===== config.mk =====
export PLATFORM = sky130hd
export DESIGN_NAME = can_mode_ctrl
export DESIGN_NICKNAME = d
export VERILOG_FILES = /design/src/common/can_mode_pkg.sv /design/src/verilog/can_mode_ctrl.sv /design/src/verilog/can_wake_detect.sv
export SDC_FILE = /design/constraint.sdc
export NUM_CORES = 1
export LEC_CHECK = 0
export ABC_AREA = 1
export BUFFER_PORTS_ARGS = -buffer_cell sky130_fd_sc_hd__buf_4
export CAP_MARGIN = 20
export CORE_AREA = 10 10 87 89
export CTS_CLUSTER_SIZE = 40
export DETAILED_ROUTE_END_ITERATION = 12
export DIE_AREA = 0 0 97 99
export GPL_TIMING_DRIVEN = 0
export PLACE_DENSITY = 0.73
export SYNTH_ARGS = -nofsm -noshare
export SYNTH_HDL_FRONTEND = slang
export SYNTH_HIERARCHICAL = 1
export SYNTH_SLANG_ARGS = --single-unit

===== constraint.sdc =====
create_clock -name ref_clk -period 1.5 [get_ports ref_clk]
set_input_delay 0.15 -clock ref_clk [delete_from_list [all_inputs] [get_ports ref_clk]]
set_output_delay 0.15 -clock ref_clk [all_outputs]
set_load 0.03 [all_outputs]

===== src/common/can_mode_pkg.sv =====
/*
 Package for the CAN transceiver mode control block: mode and system-mode
 encodings, timing figures and the cycle counts derived from them.
 Assumes a 100 MHz core clock.
*/
package can_mode_pkg;
	localparam int CLK_MHZ = 100;

	// Transceiver mode field encodings
	localparam logic [1:0] TRX_OFF     = 2'h0;
	localparam logic [1:0] TRX_WAKE    = 2'h1;
	localparam logic [1:0] TRX_RX_ONLY = 2'h2;
	localparam logic [1:0] TRX_NORMAL  = 2'h3;

	// System operating modes of the chip core
	localparam logic [2:0] SYS_NORMAL  = 3'h0;
	localparam logic [2:0] SYS_STOP    = 3'h1;
	localparam logic [2:0] SYS_SLEEP   = 3'h2;
	localparam logic [2:0] SYS_RESTART = 3'h3;
	localparam logic [2:0] SYS_FAILSAFE = 3'h4;

	// Transmitter enabling delay, in ns
	localparam int TX_EN_DELAY_NS  = 20000;
	localparam int TX_EN_DELAY_CYC = (TX_EN_DELAY_NS * CLK_MHZ + 999) / 1000;

	// Wake pattern phase bounds, in ns (least rounds up, longest rounds down)
	localparam int WAKE_T1_NS  = 500;
	localparam int WAKE_T2_NS  = 1000000;
	localparam int WAKE_T1_CYC = (WAKE_T1_NS * CLK_MHZ + 999) / 1000;
	localparam int WAKE_T2_CYC = (WAKE_T2_NS * CLK_MHZ) / 1000;

	localparam int CNT_W = 20;
	localparam logic [CNT_W-1:0] CNT_ZERO = 20'h00000;
	localparam logic [CNT_W-1:0] CNT_ONE  = 20'h00001;
endpackage


===== src/verilog/can_mode_ctrl.sv =====
/*
 Mode control and data path of the high-speed CAN transceiver: off, normal,
 receive-only and wake-capable modes, transmitter enabling delay, wake latch.
 Assumes mode requests come from the core SPI decoder as a one-cycle strobe,
 and that the bus comparator output is synchronous to ref_clk.
*/
// Contract
// - Power-up mode is off, everything inactive
// - Off mode selectable in every system mode
// - Off mode ignores bus wake activity
// - Normal mode only from normal system mode
// - Normal mode forwards transmit input to driver
// - Early low input waits for next recessive
// - Receiving modes report bus state on output
// - Distinct receive-only mode setting exists
// - Wake-capable mode detects bus wake pattern
// - Data path supports rates up to 5Mbaud
// - Receive-only: driver off, receiver on, normal/stop
// - Wake pulls receive output low until change
// - Wake-capable encodes 01, kept after wake
`timescale 1ns/1ps
module can_mode_ctrl
	import can_mode_pkg::*;
#(
	parameter int EN_DELAY_CYC = TX_EN_DELAY_CYC,
	parameter int WAKE_T1      = WAKE_T1_CYC,
	parameter int WAKE_T2      = WAKE_T2_CYC
) (
	// Clock and reset
	input  wire logic       ref_clk,
	input  wire logic       rst_n,
	// Mode request from the SPI decoder
	input  wire logic       mode_wr,
	input  wire logic [1:0] mode_req,
	input  wire logic [2:0] sys_mode,
	// Protocol controller pins
	input  wire logic       tx_data_in,
	output logic            rx_data_out,
	// Bus side
	input  wire logic       bus_dominant,
	output logic            drv_dominant,
	output logic            drv_enable,
	output logic            rx_enable,
	// Status
	output logic [1:0]      trx_mode,
	output logic            tx_ready,
	output logic            bus_wake
);
	typedef struct packed {
		logic [1:0]       mode;
		logic [CNT_W-1:0] en_cnt;
		logic             tx_armed;
		logic             woken;
		logic             rx_q;
		logic             drv_q;
		logic             drv_en_q;
		logic             rx_en_q;
		logic             ready_q;
		logic             wake_q;
	} ctrl_t;

	ctrl_t cur, next_cur;
	logic  wake_pulse;
	logic  mode_ok;

	// Whether a requested mode is legal in the present system mode
	function automatic logic mode_allowed(input logic [1:0] m, input logic [2:0] s);
		case (m)
			TRX_OFF:     mode_allowed = 1'b1;
			TRX_NORMAL:  mode_allowed = (s == SYS_NORMAL);
			TRX_RX_ONLY: mode_allowed = (s == SYS_NORMAL) || (s == SYS_STOP);
			TRX_WAKE:    mode_allowed = (s != SYS_FAILSAFE);
			default:     mode_allowed = 1'b0;
		endcase
	endfunction

	assign mode_ok = mode_allowed(mode_req, sys_mode);

	// Detector is idle outside wake-capable mode and once woken
	can_wake_detect #(
		.T1_CYC (WAKE_T1),
		.T2_CYC (WAKE_T2)
	) u_wake (
		.ref_clk      (ref_clk),
		.rst_n        (rst_n),
		.armed        ((cur.mode == TRX_WAKE) && !cur.woken),
		.bus_dominant (bus_dominant),
		.wake_pulse   (wake_pulse)
	);

	always_comb begin
		next_cur = cur;
		// Illegal requests are dropped, the current mode stays
		if (mode_wr && mode_ok && (mode_req != cur.mode)) begin
			next_cur.mode = mode_req;
			next_cur.en_cnt = CNT_ZERO;
			next_cur.tx_armed = 1'b0;
			next_cur.woken = 1'b0;
		end else begin
			if (wake_pulse)
				next_cur.woken = 1'b1;
			if ((cur.mode == TRX_NORMAL) && (cur.en_cnt < CNT_W'(EN_DELAY_CYC)))
				next_cur.en_cnt = cur.en_cnt + CNT_ONE;
			// Arm only on a high input after the delay; an early low is never sent
			if ((cur.mode == TRX_NORMAL) && (cur.en_cnt >= CNT_W'(EN_DELAY_CYC)) && tx_data_in)
				next_cur.tx_armed = 1'b1;
		end
		// Single registered stage each way keeps loop delay to two cycles at 5 Mbaud
		case (cur.mode)
			TRX_NORMAL: begin
				next_cur.drv_en_q = 1'b1;
				next_cur.rx_en_q = 1'b1;
				next_cur.drv_q = cur.tx_armed && !tx_data_in;
				next_cur.rx_q = !bus_dominant;
			end
			TRX_RX_ONLY: begin
				next_cur.drv_en_q = 1'b0;
				next_cur.rx_en_q = 1'b1;
				next_cur.drv_q = 1'b0;
				next_cur.rx_q = !bus_dominant;
			end
			TRX_WAKE: begin
				next_cur.drv_en_q = 1'b0;
				next_cur.rx_en_q = 1'b0;
				next_cur.drv_q = 1'b0;
				next_cur.rx_q = !(cur.woken || wake_pulse);
			end
			default: begin
				next_cur.drv_en_q = 1'b0;
				next_cur.rx_en_q = 1'b0;
				next_cur.drv_q = 1'b0;
				next_cur.rx_q = 1'b1;
			end
		endcase
		next_cur.ready_q = (cur.mode == TRX_NORMAL) && cur.tx_armed;
		// Follows the latch itself so a mode change clears it in the same edge
		next_cur.wake_q = next_cur.woken;
	end

	always_ff @(posedge ref_clk or negedge rst_n) begin
		if (!rst_n) begin
			cur <= '{mode: TRX_OFF, en_cnt: CNT_ZERO, tx_armed: 1'b0, woken: 1'b0,
				rx_q: 1'b1, drv_q: 1'b0, drv_en_q: 1'b0, rx_en_q: 1'b0,
				ready_q: 1'b0, wake_q: 1'b0};
		end else begin
			cur <= next_cur;
		end
	end

	assign rx_data_out  = cur.rx_q;
	assign drv_dominant = cur.drv_q;
	assign drv_enable   = cur.drv_en_q;
	assign rx_enable    = cur.rx_en_q;
	assign trx_mode     = cur.mode;
	assign tx_ready     = cur.ready_q;
	assign bus_wake     = cur.wake_q;
endmodule


===== src/verilog/can_wake_detect.sv =====
/*
 Bus wake-up pattern detector: dominant, recessive, dominant phases, each
 longer than the short bound and shorter than the long bound.
 Assumes bus_dominant is synchronous to ref_clk.
*/
`timescale 1ns/1ps
module can_wake_detect
	import can_mode_pkg::*;
#(
	parameter int T1_CYC = WAKE_T1_CYC,
	parameter int T2_CYC = WAKE_T2_CYC
) (
	// Clock and reset
	input  wire logic ref_clk,
	input  wire logic rst_n,
	// Control
	input  wire logic armed,
	input  wire logic bus_dominant,
	// Result
	output logic      wake_pulse
);
	typedef enum logic [2:0] {W_IDLE, W_DOM1, W_REC, W_DOM2, W_HIT} wstate_t;
	typedef struct packed {
		wstate_t          st;
		logic [CNT_W-1:0] cnt;
		logic             pulse;
	} wdet_t;

	wdet_t cur, next_cur;

	function automatic logic in_window(input logic [CNT_W-1:0] c);
		in_window = (c >= CNT_W'(T1_CYC)) && (c < CNT_W'(T2_CYC));
	endfunction

	always_comb begin
		next_cur = cur;
		next_cur.pulse = 1'b0;
		if (cur.cnt != {CNT_W{1'b1}})
			next_cur.cnt = cur.cnt + CNT_ONE;
		case (cur.st)
			W_IDLE: begin
				next_cur.cnt = CNT_ZERO;
				if (bus_dominant)
					next_cur.st = W_DOM1;
			end
			W_DOM1: begin
				if (!bus_dominant) begin
					next_cur.st = in_window(cur.cnt) ? W_REC : W_IDLE;
					next_cur.cnt = CNT_ZERO;
				end
			end
			W_REC: begin
				if (bus_dominant) begin
					next_cur.st = in_window(cur.cnt) ? W_DOM2 : W_DOM1;
					next_cur.cnt = CNT_ZERO;
				end else if (cur.cnt >= CNT_W'(T2_CYC)) begin
					next_cur.st = W_IDLE;
				end
			end
			W_DOM2: begin
				// Long dominant phases are clamps, not wake patterns
				if (!bus_dominant) begin
					next_cur.st = in_window(cur.cnt) ? W_HIT : W_IDLE;
					next_cur.cnt = CNT_ZERO;
				end
			end
			W_HIT: begin
				next_cur.pulse = 1'b1;
				next_cur.st = W_IDLE;
			end
			default: next_cur.st = W_IDLE;
		endcase
		if (!armed) begin
			next_cur.st = W_IDLE;
			next_cur.pulse = 1'b0;
		end
	end

	always_ff @(posedge ref_clk or negedge rst_n) begin
		if (!rst_n)
			cur <= '{st: W_IDLE, cnt: CNT_ZERO, pulse: 1'b0};
		else
			cur <= next_cur;
	end

	assign wake_pulse = cur.pulse;
endmodule


==> out/qor.yml <==
status:
  outcome: "finished with violations"
  failed_checks: "setup timing"
yosys:
  syn_area_um2: 3140
  yosysUniqueCellTypes: 37
  synth.area.top_cells: "dfrtp_1 (41%), nand2_1 (12%), inv_1 (7.8%), nand3_1 (7.3%), nor2_1 (5.6%)"
  netlist_instances: 417
  yosysWarnings: 6
  syn_nets: 431
  yosysTopAreaCell: "dfrtp_1"
  ys_ff_latch: 53
  yosysSeqAreaShare: 0.423
  syn_avg_cell_area_um2: 7.53
  synth_top_area_share: 0.414
clock_tree:
  cts_sinks: 53
  clkLatencyLatePin_ps: 310
  cts_made_buffers: 5
  cts-root-buf: "clkbuf_8"
  clk_pin_slew_ps: 100
  cts_buffer_depth: 2
  ctsHtreeMaxLevel: 2
  cts_tree: "yes"
cells_and_area:
  diodes: 0
  area.growth.synth_to_final_pct: 20.9
  final_cells: 539
  layout.nets: 477
  layout-drive-gt1-share: 0.250
  design_area_um2: 3800
die:
  dieArea_um2: 9600
  start_util: 0.537
  fp.dieW_um: 97
  die_h_um: 99
  core_area_um2: 5850
  num_io_pins: 18
  rows: 28
setup_path:
  endpoint_kind: "flop"
  path_common_cell: "nand2_4"
  worstSetupPathType: "reg2reg"
  cp_data_arrival_time_ps: 1760
  cp_slowest_cell: "dfrtp_2"
  path_cells: "ha_4 -> nand3_4 -> inv_4 -> nand2_4 -> nor2_4 -> nand2_4 -> nor3_4 -> o21ai_1 -> inv_1"
  max_stage_delay_ps: 430
  worstPathRequired_ps: 1750
  cp_max_fo: 4
  worstSetupStartpointType: "flop"
sta:
  hold_viol_final: 0
  finClkSkew_ps: 10.2
  setup_viol: 3
  fin_hold_ws_ps: 42.4
  setup_ws_ps: -9.80
  rsz0062_at_grt: "yes"
  drv_slew: 0
  max_clock_freq_mhz: 662
  relSlewSlack: 0.563
  post-route-period-util: 1.01
  tightest_slew_ps: 656
  fin_crit_ps: 1510
detailed_routing:
  drt-total-wl_um: 7250
  vias_per_cell: 5.20
  drtIter0Drc: 222
  drtAntennaViolNets: 0
  drcViolationCount: 0
  wire_per_inst_um: 13.5
  vias: 2805
  dr.pass1.iters: 6
power_and_ir_drop:
  p_sw_mw: 1.18
  swShare: 0.343
  clock_power_share: 0.241
  p_per_area_nw_per_um2: 908
  power.internal_mw: 2.27
  ir_worst_vdd_uv: 446
  p_leak_nw: 1.97
  combPwrFrac: 0.260
  seqPwrFrac: 0.499
global_routing:
  grt_max_degree: 54
  grt_antenna_before_repair: 0
  grt_pass1_vias: 2521
  track_usage: 0.142
  overflow: 0
  grt_pass1_wl_um: 11800
flow_run:
  cap_violations: 0
place:
  placed_area_um2: 3360
  gp_congestion: 0.919
  port_buffers: 17
  place_inst: 509
  post-dp-hpwl_um: 4890
hold_path:
  hold_path.class: "in2reg"
worst paths after layout:
path                          startpoint              to  slack [ps]  cells after the start
setup / recovery           u_wake/cur[1]  u_wake/cur[15]         -10                      9
hold / removal              bus_dominant     rx_data_out          40                      2
setup reg to reg           u_wake/cur[1]  u_wake/cur[15]         -10                      9
hold reg to reg                  cur[27]         cur[27]         470                      2
max in group asynchronous          rst_n  u_wake/cur[14]         620                      2
min in group asynchronous          rst_n     trx_mode[1]         390                      2
kinds of logic (layout without fill, tap and decap cells):
kind of cell    count (synthesis)  count (layout)  share of synthesized area
buf+inv                        76             122                      0.100
fa+ha+maj                       4               4                     0.0159
flops                          53              53                      0.423
xor+xnor                       12              12                     0.0335
compound gates                 31              31                     0.0574
simple gates                  241             242                      0.370
layout make-up:
cell class	instances	area, um2
plain buffers	8	66.3
clock buffers	5	68.8
clock inverters	3	22.5
fillers	493	2050
inverters	68	263
multi-input cells	289	1650
flip-flops and latches	53	1340
well taps	75	93.8
repair buffers	38	298
per-layer routing:
metal	vias up	global-route usage	wire length, um
met5	-	0	0
met4	0	0.0579	146
met3	16	0.0307	283
met2	60	0.224	3510
met1	1320	0.185	3310
li1	1409	-	-
timing repair:
item	in CTS	in global routing
resized for setup	14	38
hold endpoints to repair	53	0
pin swaps	6	16
hold buffers	2	0
endpoints found under the setup margin	22	29
cloned	1	0
buffers inserted	7	12
power groups by stage:
| stage | Sequential (mW) | Combinational [mW] | Clock (mW) |
|---|---|---|---|
| 2_1_floorplan | 1.75 | 0.531 | 0 |
| 3_3_place_gp | 1.76 | 0.721 | 0 |
| 3_5_place_dp | 1.76 | 0.745 | 0 |
| 4_1_cts | 1.73 | 0.803 | 0.856 |
| 5_1_grt | 1.75 | 1.01 | 0.922 |
| 6_report | 1.72 | 0.897 | 0.829 |
cell usage after synthesis (all sizes together):
cell type    n
nand4       12
a21boi       3
o21ai        6
xor2         9
o2111ai      1
xnor2        3
nand2      106
dfstp        1
inv         68
nand3       50
nor3        10
a21oi       18
o21a         1
dfrtp       52
buf          8
nor4         2
or2          1
a31oi        1
nand3b       1
nor2        57
o21bai       1
ha           4
and3         2
critical path: cells and delay by family (launching register included):
family	cells	cell delay, ps
simple gates	5	600
flops	1	430
fa+ha+maj	1	170
buf+inv	2	150
compound gates	1	100
through the flow:
stage	TNS [ps]	utilization	total power, mW	setup WS, ps
5_1_grt	-903	0.649	3.68	-115
4_1_cts	-5.98	0.613	3.38	-5.98
3_3_place_gp	-1940	0.575	2.48	-159
6_report	-26.3	0.649	3.45	-9.80
2_1_floorplan	0	-	2.28	47.8
3_5_place_dp	-2720	0.575	2.51	-207
state kept, by name, indices dropped and copies added, names as in the netlist:
signal,cells
trx_mode,2
tx_ready,1
drv_enable,1
rx_enable,1
cur,21
bus_wake,1
u_wake/wake_pulse,1
u_wake/cur,23
drv_dominant,1
rx_data_out,1
layout by cell type (no fill, tap or decap), drive strengths merged:
cell type and count:
a21boi 3, a21oi 18, a31oi 1, and3 2, buf 44, clkbuf 5, clkinvlp 3, dfrtp 52
dfstp 1, dlygate4sd3 2, ha 4, inv 68, nand2 106, nand3 51, nand3b 1, nand4 12
nor2 57, nor3 10, nor4 2, o2111ai 1, o21a 1, o21ai 6, o21bai 1, or2 1
xnor2 3, xor2 9
(Power assumes the default switching activity.)
